--- config.mk ---
export PLATFORM = sky130hd
export DESIGN_NAME = pcr_regs
export DESIGN_NICKNAME = d
export VERILOG_FILES = /design/src/verilog/pcr_pkg.sv /design/src/verilog/pcr_flag_if.sv /design/src/verilog/pcr_regs.sv /design/src/verilog/pcr_suspend_flags.sv
export SDC_FILE = /design/constraint.sdc
export NUM_CORES = 1
export LEC_CHECK = 0
export ABC_AREA = 1
export BUFFER_PORTS_ARGS = -buffer_cell sky130_fd_sc_hd__buf_2
export CAP_MARGIN = 20
export CORE_MARGIN = 3
export CORE_UTILIZATION = 45
export DETAILED_ROUTE_END_ITERATION = 10
export PLACE_DENSITY = 0.75
export SETUP_SLACK_MARGIN = 0.3
export SLEW_MARGIN = 20
export SYNTH_ARGS = -nofsm -noshare
export SYNTH_HDL_FRONTEND = slang
export SYNTH_SLANG_ARGS = --single-unit
--- constraint.sdc ---
create_clock -name clk -period 1.45 [get_ports clk]
set_input_delay 0.145 -clock clk [delete_from_list [all_inputs] [get_ports clk]]
set_output_delay 0.145 -clock clk [all_outputs]
set_load 0.005 [all_outputs]
--- src/verilog/pcr_pkg.sv ---
package pcr_pkg;

  // register addresses
  localparam logic [7:0] ADDR_POWER_CONTROL = 8'h06;
  localparam logic [7:0] ADDR_SUSPEND_RAIL_FLAGS = 8'h07;
  localparam logic [7:0] ADDR_UNLOCK_KEY = 8'h10;
  localparam logic [7:0] ADDR_CONVERTER_ENABLES = 8'h11;

  // reset values
  localparam logic [7:0] RST_POWER_CONTROL = 8'h00;
  localparam logic [7:0] RST_SUSPEND_RAIL_FLAGS = 8'h00;
  localparam logic [7:0] RST_UNLOCK_KEY = 8'h00;
  localparam logic [7:0] RST_CONVERTER_ENABLES = 8'h00;

  // power_control fields
  localparam int BIT_COIN_CELL_MEASURE_START = 0;
  localparam int BIT_POWER_FAIL_SHUTDOWN_EN = 1;

  // converter_enables fields
  localparam int CONV_COUNT = 6;
  localparam int SEQ_CONV_COUNT = 5;
  localparam int BIT_BACKUP_BUCK_A_ENABLE = 4;
  localparam int BIT_BACKUP_BUCK_B_ENABLE = 5;

  // suspend_rail_flags layout, bit 0 up to bit 7
  localparam int FLAG_COUNT = 8;
  localparam int BIT_BUCK1_SUSPEND_FLAG = 0;
  localparam int BIT_BUCK2_SUSPEND_FLAG = 1;
  localparam int BIT_BUCK3_SUSPEND_FLAG = 2;
  localparam int BIT_BUCK_BOOST_SUSPEND_FLAG = 3;
  localparam int BIT_LINEAR_REG_SUSPEND_FLAG = 4;
  localparam int BIT_OUTPUT1_SUSPEND_FLAG = 5;
  localparam int BIT_OUTPUT2_SUSPEND_FLAG = 6;
  localparam int BIT_OUTPUT3_SUSPEND_FLAG = 7;

  // device state field codes
  typedef enum logic [1:0] {
    DS_TRANSITION = 2'h0,
    DS_WAIT_PWR_EN = 2'h1,
    DS_ACTIVE = 2'h2,
    DS_SUSPEND = 2'h3
  } pcr_dev_state_e;

  // power-fail state machine
  typedef enum logic [1:0] {
    PF_RUN = 2'b01,
    PF_OFF = 2'b10
  } pcr_pf_state_e;

endpackage

--- src/verilog/pcr_flag_if.sv ---
`timescale 1ns/10ps
interface pcr_flag_if #(parameter int N = 8);
  logic powerup;
  logic from_suspend;
  logic in_suspend;
  logic [N-1:0] rail_en;
  logic [N-1:0] flags;

  modport core (output powerup, output from_suspend, output in_suspend, output rail_en,
    input flags);
  modport capture (input powerup, input from_suspend, input in_suspend, input rail_en,
    output flags);
endinterface

--- src/verilog/pcr_regs.sv ---
// Contract
// - shutdown bit clear ignores power-fail output
// - shutdown bit set, trip powers all rails off
// - writing one starts coin-cell measurement, self-clears
// - flag one when rail on during suspend
// - flag zero after off or disabled rail
// - flag bits ordered outputs, linear, converters; read-only
// - key unlocks protected writes; key reads zero
// - enable bits switch converters one through six
// - sequencer updates converter one to five enables
// - sealed device refuses disabling backup converters, except on a power-fail trip
// - state code transition, wait, active, suspend
`timescale 1ns/10ps
module pcr_regs
  import pcr_pkg::*;
#(
  parameter logic [7:0] UNLOCK_KEY_VALUE = 8'h5a // value is arbitrary
) (
  // clock and reset
  input wire logic clk,
  input wire logic sys_rst,
  // register port
  input wire logic reg_wr,
  input wire logic reg_rd,
  input wire logic [7:0] reg_addr,
  input wire logic [7:0] reg_wdata,
  output logic [7:0] reg_rdata_ff,
  output logic reg_rvalid_ff,
  // sequencer
  input wire logic seq_powerup,
  input wire logic seq_from_suspend,
  input wire logic seq_wait_pwr_en,
  input wire logic seq_active,
  input wire logic seq_suspend,
  input wire logic seq_en_we,
  input wire logic [SEQ_CONV_COUNT-1:0] seq_en_val,
  input wire logic [FLAG_COUNT-1:0] rail_state,
  // analog status
  input wire logic power_fail_out_n,
  input wire logic factory_seal,
  input wire logic coin_cell_done,
  // controls
  output logic [CONV_COUNT-1:0] conv_en_ff,
  output logic coin_cell_pulse_ff,
  output logic rails_off_ff,
  output logic [1:0] dev_state_ff
);

  logic power_fail_shutdown_en_ff;
  logic coin_cell_measure_start_ff;
  logic unlocked_ff;
  pcr_pf_state_e pf_state_ff;
  pcr_pf_state_e nxt_pf_state;
  logic [CONV_COUNT-1:0] nxt_conv_en;
  logic [7:0] nxt_rdata;
  pcr_dev_state_e nxt_dev_state;
  logic wr_ctl;
  logic wr_en;
  logic pf_trip;
  logic cc_start;

  pcr_flag_if #(.N(FLAG_COUNT)) flag_if ();

  assign flag_if.powerup = seq_powerup;
  assign flag_if.from_suspend = seq_from_suspend;
  assign flag_if.in_suspend = seq_suspend;
  assign flag_if.rail_en = rail_state;

  pcr_suspend_flags #(.N(FLAG_COUNT)) u_flags (
    .clk(clk),
    .sys_rst(sys_rst),
    .fi(flag_if.capture)
  );

  assign wr_ctl = reg_wr && (reg_addr == ADDR_POWER_CONTROL);
  assign wr_en = reg_wr && (reg_addr == ADDR_CONVERTER_ENABLES) && unlocked_ff;
  assign cc_start = wr_ctl && reg_wdata[BIT_COIN_CELL_MEASURE_START] &&
    !coin_cell_measure_start_ff;
  // trip only matters while the shutdown option is armed
  assign pf_trip = power_fail_shutdown_en_ff && !power_fail_out_n;

  // power_control, only bit 1 is stored from software
  always_ff @(posedge clk or posedge sys_rst) begin
    if (sys_rst) begin
      power_fail_shutdown_en_ff <= RST_POWER_CONTROL[BIT_POWER_FAIL_SHUTDOWN_EN];
    end else if (wr_ctl) begin
      power_fail_shutdown_en_ff <= reg_wdata[BIT_POWER_FAIL_SHUTDOWN_EN];
    end
  end

  // measurement bit: set on write of one, cleared when done; set wins
  always_ff @(posedge clk or posedge sys_rst) begin
    if (sys_rst) begin
      coin_cell_measure_start_ff <= RST_POWER_CONTROL[BIT_COIN_CELL_MEASURE_START];
    end else if (cc_start) begin
      coin_cell_measure_start_ff <= 1'b1;
    end else if (coin_cell_done) begin
      coin_cell_measure_start_ff <= 1'b0;
    end
  end

  always_ff @(posedge clk or posedge sys_rst) begin
    if (sys_rst) begin
      coin_cell_pulse_ff <= 1'b0;
    end else begin
      coin_cell_pulse_ff <= cc_start;
    end
  end

  // key write arms one protected write; any other write disarms
  always_ff @(posedge clk or posedge sys_rst) begin
    if (sys_rst) begin
      unlocked_ff <= 1'b0;
    end else if (reg_wr) begin
      unlocked_ff <= (reg_addr == ADDR_UNLOCK_KEY) && (reg_wdata == UNLOCK_KEY_VALUE);
    end
  end

  // power-fail state machine
  always_comb begin
    nxt_pf_state = pf_state_ff;
    case (pf_state_ff)
      PF_RUN: begin
        if (pf_trip) begin
          nxt_pf_state = PF_OFF;
        end
      end
      PF_OFF: begin
        if (seq_powerup) begin
          nxt_pf_state = PF_RUN;
        end
      end
      default: begin
        nxt_pf_state = PF_RUN;
      end
    endcase
  end

  always_ff @(posedge clk or posedge sys_rst) begin
    if (sys_rst) begin
      pf_state_ff <= PF_RUN;
    end else begin
      pf_state_ff <= nxt_pf_state;
    end
  end

  always_ff @(posedge clk or posedge sys_rst) begin
    if (sys_rst) begin
      rails_off_ff <= 1'b0;
    end else begin
      rails_off_ff <= (nxt_pf_state == PF_OFF);
    end
  end

  // converter enables: software, then sequencer, then seal, then shutdown
  always_comb begin
    nxt_conv_en = conv_en_ff;
    if (wr_en) begin
      nxt_conv_en = reg_wdata[CONV_COUNT-1:0];
    end
    if (seq_en_we) begin
      nxt_conv_en[SEQ_CONV_COUNT-1:0] = seq_en_val;
    end
    if (factory_seal) begin
      nxt_conv_en[BIT_BACKUP_BUCK_A_ENABLE] = nxt_conv_en[BIT_BACKUP_BUCK_A_ENABLE] |
        conv_en_ff[BIT_BACKUP_BUCK_A_ENABLE];
      nxt_conv_en[BIT_BACKUP_BUCK_B_ENABLE] = nxt_conv_en[BIT_BACKUP_BUCK_B_ENABLE] |
        conv_en_ff[BIT_BACKUP_BUCK_B_ENABLE];
    end
    if ((pf_state_ff == PF_RUN) && pf_trip) begin
      nxt_conv_en = '0;
    end
  end

  always_ff @(posedge clk or posedge sys_rst) begin
    if (sys_rst) begin
      conv_en_ff <= RST_CONVERTER_ENABLES[CONV_COUNT-1:0];
    end else begin
      conv_en_ff <= nxt_conv_en;
    end
  end

  // device state code
  always_comb begin
    nxt_dev_state = DS_TRANSITION;
    if (pf_state_ff == PF_OFF) begin
      nxt_dev_state = DS_TRANSITION;
    end else if (seq_suspend) begin
      nxt_dev_state = DS_SUSPEND;
    end else if (seq_active) begin
      nxt_dev_state = DS_ACTIVE;
    end else if (seq_wait_pwr_en) begin
      nxt_dev_state = DS_WAIT_PWR_EN;
    end
  end

  always_ff @(posedge clk or posedge sys_rst) begin
    if (sys_rst) begin
      dev_state_ff <= DS_TRANSITION;
    end else begin
      dev_state_ff <= nxt_dev_state;
    end
  end

  // read mux; unmapped and key reads give zero
  always_comb begin
    nxt_rdata = 8'h00;
    case (reg_addr)
      ADDR_POWER_CONTROL: begin
        nxt_rdata[BIT_POWER_FAIL_SHUTDOWN_EN] = power_fail_shutdown_en_ff;
        nxt_rdata[BIT_COIN_CELL_MEASURE_START] = coin_cell_measure_start_ff;
      end
      ADDR_SUSPEND_RAIL_FLAGS: begin
        nxt_rdata = flag_if.flags;
      end
      ADDR_UNLOCK_KEY: begin
        nxt_rdata = 8'h00;
      end
      ADDR_CONVERTER_ENABLES: begin
        nxt_rdata[CONV_COUNT-1:0] = conv_en_ff;
      end
      default: begin
        nxt_rdata = 8'h00;
      end
    endcase
  end

  always_ff @(posedge clk or posedge sys_rst) begin
    if (sys_rst) begin
      reg_rdata_ff <= 8'h00;
      reg_rvalid_ff <= 1'b0;
    end else begin
      reg_rvalid_ff <= reg_rd;
      if (reg_rd) begin
        reg_rdata_ff <= nxt_rdata;
      end
    end
  end
endmodule

--- src/verilog/pcr_suspend_flags.sv ---
`timescale 1ns/10ps
module pcr_suspend_flags
  import pcr_pkg::*;
#(
  parameter int N = FLAG_COUNT
) (
  // clock and reset
  input wire logic clk,
  input wire logic sys_rst,
  // sequencer side
  pcr_flag_if.capture fi
);

  logic [N-1:0] snap_ff;
  logic [N-1:0] flags_ff;

  // rail enables seen during suspend
  always_ff @(posedge clk or posedge sys_rst) begin
    if (sys_rst) begin
      snap_ff <= '0;
    end else if (fi.in_suspend) begin
      snap_ff <= fi.rail_en;
    end
  end

  always_ff @(posedge clk or posedge sys_rst) begin
    if (sys_rst) begin
      flags_ff <= N'(RST_SUSPEND_RAIL_FLAGS);
    end else if (fi.powerup) begin
      if (fi.from_suspend) begin
        flags_ff <= snap_ff;
      end else begin
        flags_ff <= '0;
      end
    end
  end

  assign fi.flags = flags_ff;
endmodule
==> metrics.txt, run 1 <==
run status=completed; Vias/cell=4.920; metal3 WL=between 200 and 300 um; Non-Filler Instances=~340; Ys Warns=0; Clock Latency Late Sink=about 280 ps; Worst setup EP type=flop; Area contributors post-synth=dfrtp_1 (52%), nand2_1 (8.2%), inv_1 (7.8%); number of antenna diodes=0; die area=4979 um2; Synth area leader=dfrtp_1; Yosys reg bits=40; Die H=70.56 um; max layer used=met4; share of cells above drive strength 1=between 30 and 40%; GRT Residual Overflow=0; Final Hold Vio Count=0; H-tree depth=2; Rel. slew slack=about 66%; TritonCTS clock tree=built; total power=about 2.5 mW; pwr dens=between 1000 and 1500 nW/um2; Reg2Reg Launch Point=pf_state_ff[0]; sequential area share after synthesis=53.44%; first-pass GRT wire length=about 7200 um; WL/cell=12.68 um; number of cell rows=22; total core area=~3800 um2; TritonCTS Sinks=40; min-delay src=coin_cell_done; final WL=4285 um; final clock skew=roughly 3.2 ps; Met1 Wirelength=roughly 2000 um; DRT Pass-1 Iters=4; via count=around 1700; post-detail-place hpwl=between 3000 and 4000 um; Synth Instances=around 220; syn avg cell area=8.643 um2; Req. time, crit path=1610 ps; Final Cycle Share=88.06%; fin. max-slew vios=0; Final Util=63.31%; Final min period=roughly 1300 ps; post-synthesis net count=261; port buffer count=60; die width=slightly above 70 um; leakage=between 1 and 1.5 nW; WP data arrival=between 1000 and 1500 ps; CP Class=flop to flop; top-area cell type share of the netlist area=between 50% and 60%; FMAX=approximately 780 MHz; HP Class=input pin to flop; post-route cell area=about 2400 um2; CTS clk-pin slew, worst paths=roughly 70 ps; Syn Std Cell Area=1876 um2; Nets=333; Max Cap Viol=0; R2R setup slack=170 ps; Worst Max-Slew Pin Slew=513.7 ps; Max VDD drop=0.6464 mV; Setup TNS Final=0 ps; ANT nets after route=0; Area after DPL=2293 um2; TritonCTS buffer count=5; Placed Instances=about 330; met2 WL=approximately 2000 um; Startpoint Class=flop; P&R area growth vs syn=29.15%; Initial Util=between 40 and 50%; Worst Hold Path Cells=2; I/O pin count=61; DR iter-0 viols=59; DRC Markers=0; RSZ-0062 raised after global routing=yes; initial antenna violation count=0; pin count of the biggest net entering global routing=18; GRT Total Usage=between 10% and 20%; crit-path max FO=4; vias in the first global route=between 1500 and 2000; reg2reg end=conv_en_ff[5]; Synth cell types=27; # setup viols final=0; Hold EP=coin_cell_measure_start_ff; worst r2r path cells=5; Clock Tree Root=clkbuf_8; GPL Wtd Cong=a little over 0.9; Max clock buf depth=2
## kinds of logic after synthesis
logic type                 share of synthesized area (%)
AOI/OAI and AO/OA                                  11.87
adders and majority gates                          1.334
buffers and inverters                              9.073
DFF                                                53.44
and+or+nand+nor                                    24.28
## layout make-up
class | count | area [um2]
sequential | 40 | 1002
inverter | 42 | 160.2
clock buffer | 7 | 86.33
fill | 348 | 1404
timing repair buffer | 68 | 362.8
clock inverter | 1 | 7.507
tap | 48 | 60.06
multi-input combinational | 132 | 743.2
## how the worst max path moves through the flow
| stage | startpoint | endpoint | cells past startpoint |
|---|---|---|---|
| after floorplan | pf_state_ff[0] | pf_state_ff[1] | 6 |
| after global placement | pf_state_ff[0] | pf_state_ff[1] | 6 |
| after detailed placement | pf_state_ff[0] | pf_state_ff[1] | 6 |
| after CTS | pf_state_ff[0] | conv_en_ff[1] | 6 |
| after global routing | pf_state_ff[0] | conv_en_ff[5] | 5 |
| final | pf_state_ff[0] | conv_en_ff[5] | 5 |
## cells in the final DEF, fill, tap and decap left out, drive strengths merged, types with 7 or more instances in the layout
master and instances:
nor2 23, o22ai 9, inv 42, o21ai 13, a21oi 7, dfrtp 39, buf 67, nand2 43
nand3 17, clkbuf 7, nand4 7
## where the power goes
part           switching, mW  internal [mW]  leakage [nW]  total (mW)
registers             0.0609           1.21         0.508        1.27
clock network          0.359          0.386        0.0445       0.745
logic                  0.252          0.205         0.736       0.457
## sequential cells by signal, indices dropped and copies added, names as in the netlist, 2 cells and up
signal / flops
conv_en_ff: 6
dev_state_ff: 2
pf_state_ff: 2
reg_rdata_ff: 8
u_flags.fi.flags: 8
u_flags.snap_ff: 8
## stage by stage
step	hold slack [ps]	worst slack (ps)
2_1_floorplan	176.4	276.6
3_3_place_gp	200.9	246.5
3_5_place_dp	205.4	205.4
4_1_cts	49.59	222.8
5_1_grt	48.97	127.3
6_report	55.84	173.1
## worst max-delay path, cell delays in order (launching register included)
cell and delay, ps:
dfstp_2 580, ha_4 160, inv_4 40, nor2_4 190
buf_4 160, a21oi_1 40
## synth_stat cells (all sizes together)
| cell type | instances |
|---|---|
| buf | 1 |
| dfstp | 1 |
| nor3 | 3 |
| o22ai | 9 |
| nand3 | 17 |
| dfrtp | 39 |
| a31oi | 5 |
| clkbuf | 2 |
| nor2 | 23 |
| a22o | 1 |
| ha | 2 |
| o21ai | 13 |
| nand2 | 43 |
| inv | 42 |
| nand4 | 7 |
| a21oi | 7 |
| o31ai | 2 |
## timing repair
| action | 4_1_cts | 5_1_grt |
|---|---|---|
| setup buffers | 1 | 2 |
| endpoints found under the setup margin | 6 | 9 |
| hold endpoints to repair | 10 | 0 |
| pin swaps | 3 | 4 |
| hold buffers | 1 | 0 |
| resized for setup | 0 | 2 |
## layer usage
metal  GRT usage (%)  vias to the layer above
li1                -                      845
met3           4.972                        2
met2           26.92                       46
met5               0                        -
met4           4.593                        0
met1           25.46                      770
Power figures use the tool's default switching activity.
==> inputs of run 2 (changes only) <==
clock period = 1.1 ns   (was 1.45 ns; I/O delays follow)
==> metrics.txt, run 2 (synthesis results as in run 1) <==
run status=complete, but fails checks; failing checks=hold timing, setup timing; Vias/cell=5.095 (+3.6%); Final Hold Vio Count=15 (+15); Final min period=1283 ps (+5.840 ps); Hold WS=-197.5 ps (-253.4 ps); combinational fraction of design power=21.3% (+2.8 points); GRT Residual Overflow=0 (unchanged); TritonCTS Sinks=40 (unchanged); die area=4979 um2 (unchanged); CP Class=flop to flop; FILL cells=299 (-14%); Max VDD drop=0.9239 mV (+43%); P&R area growth vs syn=47.63%; internal power=2.639 mW (+46%); share of cells above drive strength 1=43.23% (+11 points); DRT Pass-1 Iters=4 (unchanged); Initial Util=49.02% (unchanged); GPL Wtd Cong=0.8068 (-12%); fin. max-slew vios=0 (unchanged); leakage=1.437 nW (+12%); TritonCTS buffer count=5 (unchanged); DR iter-0 viols=74 (+25%); Max clock buf depth=2 (unchanged); final WL=4845 um (+13%); total core area=3826 um2 (unchanged); DRC Markers=0 (unchanged); pin count of the biggest net entering global routing=20 (+2); Startpoint Class=flop; final clock skew=4.188 ps (+0.9569 ps); RSZ-0062 raised after global routing=yes; commonest non-fill, non-tap cell in the layout=buf_2; FMAX=779.6 MHz (-0.46%); Nets=353 (+6.0%); Rel. slew slack=72.29% (+6.6 points); CTS clk-pin slew, worst paths=70 ps (about the same); Final Util=72.37% (+9.1 points); Post-CTS Hold Buffers=1 (unchanged); Setup TNS Final=-1405 ps (-1405 ps); initial antenna violation count=0 (unchanged); sw power=0.9673 mW (+44%); number of antenna diodes=0 (unchanged); Max Cap Viol=0 (unchanged); Clock Tree Root=clkbuf_8; port buffer count=60 (unchanged); post-detail-place hpwl=3322 um (-1.2%); # setup viols final=9 (+9); crit-path max FO=4 (unchanged); I/O pin count=61 (unchanged); Die H=70.56 um (unchanged); sequential fraction of design power=46.5% (-4.9 points); H-tree depth=2 (unchanged); WL/cell=13.53 um (+6.8%); TritonCTS clock tree=built; ANT nets after route=0 (unchanged); via count=1824 (+9.7%); Clock Latency Late Sink=300 ps (+20 ps); Worst setup EP type=flop; number of cell rows=22 (unchanged); Final Cycle Share=116.6% (+29 points); Req. time, crit path=1340 ps (-270 ps); vias in the first global route=1664 (+2.1%); die width=70.56 um (unchanged); first-pass GRT wire length=7500 um (+4.1%); setup ws final=-182.7 ps (-355.8 ps); HP Class=input pin to async pin; total power=3.607 mW (+46%); Worst Max-Slew Pin Slew=414.7 ps (-99.01 ps); pwr dens=1303 nW/um2 (+28%); most frequent cells in the layout=buf_2 (60), dfrtp_1 (39), nand2_1 (38); GRT Total Usage=18.99% (+1.2 points); WP data arrival=1520 ps (+80 ps); switching share of power=26.82% (-0.35 points); Clock power frac=32.2% (+2.1 points)
run 2: cell types whose count changed in the layout (fill, tap and decap cells not counted), sizes merged:
cell	change
clkinv	+1
clkbuf	-1
bufinv	+1
buf	+20
inv	-1
run 2: path summary, 6_finish.rpt:
kind	start	to	slack, ps	cells after the start
max	pf_state_ff[0]	pf_state_ff[0]	-180	5
min	sys_rst	u_flags.snap_ff[1]	-200	2
max reg2reg	pf_state_ff[0]	pf_state_ff[0]	-180	5
min reg2reg	u_flags.snap_ff[5]	u_flags.fi.flags[5]	530	2
max in group asynchronous	sys_rst	u_flags.snap_ff[5]	850	3
min in group clk	rail_state[7]	u_flags.snap_ff[7]	10	3
run 2: critical path, cell delays in order, from the launching register on:
cell and delay (ps):
dfstp_2 580, inv_2 50, ha_4 210, a31oi_1 150
nand2_1 90, buf_4 140
run 2: metal layers:
metal	GRT usage (%)	wire length [um]	up-vias
met5	0	0	-
met4	6.889	68	0
met3	5.114	268	8
met2	30.67	2513	50
met1	24.72	1994	876
li1	-	-	890
run 2: metrics by stage:
step,std cells,worst slack (ps),instance area [um2]
2_1_floorplan,217,-73.36,1954
3_3_place_gp,330,-100.1,2375
3_5_place_dp,330,-149.2,2375
4_1_cts,352,-139.0,2640
5_1_grt,358,-240.6,2769
6_report,358,-182.7,2769
run 2: what timing repair did:
action	CTS	global route
buffers inserted	13	6
pin swaps	8	5
gates cloned	0	0
endpoints found under the hold margin	16	15
endpoints found under the setup margin	33	39
gates resized for setup	12	18
run 2: power groups by stage:
stage / combinational, mW / clock, mW / sequential [mW]
global placement: 0.554 / 0 / 1.70
finish: 0.770 / 1.16 / 1.68
CTS: 0.686 / 1.17 / 1.67
floorplan: 0.349 / 0 / 1.69
global route: 0.847 / 1.26 / 1.69
detailed placement: 0.572 / 0 / 1.70
run 2: area by class of cell:
type	instances	area, um2	area share, %
Timing Repair Buffer	88	548.0	19.79
Sequential cell	40	1002	36.20
Clock inverter	2	35.03	1.265
Tap cell	48	60.06	2.169
Clock buffer	6	72.57	2.621
Multi-Input combinational cell	132	863.3	31.18
Inverter	42	187.7	6.778
==> inputs of run 3 (changes only) <==
==> constraint.sdc (replaced) <==
create_clock -name clk -period 1.1 [get_ports clk]
set_input_delay 0.22 -clock clk [delete_from_list [all_inputs] [get_ports clk]]
set_output_delay 0.22 -clock clk [all_outputs]
set_load 0.005 [all_outputs]
==> metrics.txt, run 3 (synthesis results as in run 1) <==
via count=1818 (-0.33%); CTS clk-pin slew, worst paths=70 ps (about the same); DR iter-0 viols=84 (+14%); crit-path max FO=4 (unchanged); Area after DPL=2405 um2 (+1.3%); Final Cycle Share=116.4% (-0.19 points); port buffer count=60 (unchanged); R2R setup slack=-180 ps (about the same); failing checks=hold timing, setup timing; HP Class=input pin to async pin; leakage=1.493 nW (+3.9%); Initial Util=49.02% (unchanged); Hold WS=-106.9 ps (+90.62 ps); Startpoint Class=flop; first-pass GRT wire length=8252 um (+10%); initial antenna violation count=0 (unchanged); commonest non-fill, non-tap cell in the layout=buf_2; crit path from=pf_state_ff[0]; I/O pin count=61 (unchanged); Req. time, crit path=1270 ps (-70 ps); Max VDD drop=1.071 mV (+16%); DRT Pass-1 Iters=4 (unchanged); ANT nets after route=0 (unchanged); final WL=5128 um (+5.8%); post-detail-place hpwl=3274 um (-1.4%); GRT Total Usage=20.93% (+1.9 points); number of antenna diodes=0 (unchanged); end of the critical path=conv_en_ff[5]; GRT Residual Overflow=0 (unchanged); vias in the first global route=1788 (+7.5%); Vias/cell=4.981 (-2.2%); Worst Max-Slew Pin Slew=382.5 ps (-32.24 ps); total core area=3826 um2 (unchanged); Final min period=1281 ps (-2.133 ps); die width=70.56 um (unchanged); H-tree depth=2 (unchanged); TritonCTS Sinks=40 (unchanged); Nets=360 (+2.0%); GPL Wtd Cong=0.8309 (+3.0%); most frequent cells in the layout=buf_2 (57), nand2_1 (38), dfrtp_1 (38); TritonCTS buffer count=5 (unchanged); Worst setup EP type=flop; Max Cap Viol=0 (unchanged); WL/cell=14.05 um (+3.8%); share of cells above drive strength 1=46.69% (+3.5 points); final clock skew=10.34 ps (+6.148 ps); run status=complete, but fails checks; CP Class=flop to flop; pwr dens=1229 nW/um2 (-5.6%); Die H=70.56 um (unchanged); setup ws final=-180.6 ps (+2.133 ps); Final Hold Vio Count=9 (-6); pin count of the biggest net entering global routing=18 (-10%); RSZ-0062 raised after global routing=yes; fin. max-slew vios=0 (unchanged); reg2reg end=conv_en_ff[5]; TritonCTS clock tree=built; Setup TNS Final=-1306 ps (+99.29 ps); FILL cells=256 (-14%); post-route cell area=2943 um2 (+6.3%); P&R area growth vs syn=56.90%; number of cell rows=22 (unchanged); Max clock buf depth=2 (unchanged); # setup viols final=9 (unchanged); FMAX=780.9 MHz (+0.17%); Rel. slew slack=74.44% (+2.1 points); total power=3.617 mW (+0.29%); die area=4979 um2 (unchanged); Clock Tree Root=clkbuf_8; DRC Markers=0 (unchanged); Clock Latency Late Sink=300 ps (about the same); Reg2Reg Launch Point=pf_state_ff[0]; WP data arrival=1450 ps (-70 ps); worst r2r path cells=5 (unchanged)
[run 3: cell count changes in the layout (fill, tap and decap cells not counted), moves of 2 or more]
cell / change
o31ai_4: +2
o31ai_2: -2
buf_2: -3
a21oi_2: -2
buf_6: +4
buf_12: +2
buf_4: +3
o21ai_1: +2
nand3_2: +4
nand3_1: -4
a21oi_1: +2
[run 3: layout make-up]
class / count / area (um2) / share of cell area [%]
timing repair buffer: 95 / 673.1 / 22.87
inverter: 42 / 187.7 / 6.378
multi-input combinational: 132 / 925.9 / 31.46
clock inverter: 2 / 10.01 / 0.3401
sequential: 40 / 1003 / 34.10
clock buffer: 6 / 82.58 / 2.806
tap: 48 / 60.06 / 2.041
[run 3: metal layers]
metal  track usage, %  vias up  share of wire, %
met3            3.977       10               5.6
met5                0        -                 0
met1            26.89      852                40
met2            35.34       56                52
met4            7.724        0               1.8
li1                 -      900                 -
[run 3: per-stage QoR]
step                hold WS, ps  util (%)  worst slack (ps)  instances
floorplan                 198.4         -            -73.36        217
global placement          212.2     62.85            -99.73        334
detailed placement        202.3     62.85            -131.4        334
CTS                      -102.0     72.69            -137.6        356
global route             -94.45     76.91            -244.4        365
finish                   -106.9     76.91            -180.6        365
[run 3: worst min path at each step]
stage                     startpoint                         end  slack (ps)
after detailed placement     sys_rst               conv_en_ff[5]         200
final                        sys_rst               conv_en_ff[5]        -110
after global placement       sys_rst               conv_en_ff[5]         210
after CTS                    sys_rst               conv_en_ff[5]        -100
after global routing         sys_rst               conv_en_ff[4]         -90
after floorplan              sys_rst  coin_cell_measure_start_ff         200
[run 3: worst max-delay path: stages (launching register included)]
cell and delay [ps]:
dfstp_2 590, ha_4 150, inv_2 40, nor2_4 190, buf_4 150, a21oi_1 40
[run 3: power breakdown]
part           total, mW  leakage, nW  switching, mW  internal (mW)
sequential          1.68        0.506         0.0807           1.60
combinational      0.930        0.935          0.454          0.475
clock               1.01       0.0510          0.510          0.501
total               3.62         1.49           1.04           2.57
[run 3: timing repair]
action                                  4_1_cts  5_1_grt
pin swaps                                    10       12
hold endpoints to repair                      9        9
setup buffers                                13        9
gates cloned                                  1        0
gates resized for setup                      35       19
endpoints found under the setup margin       41       41
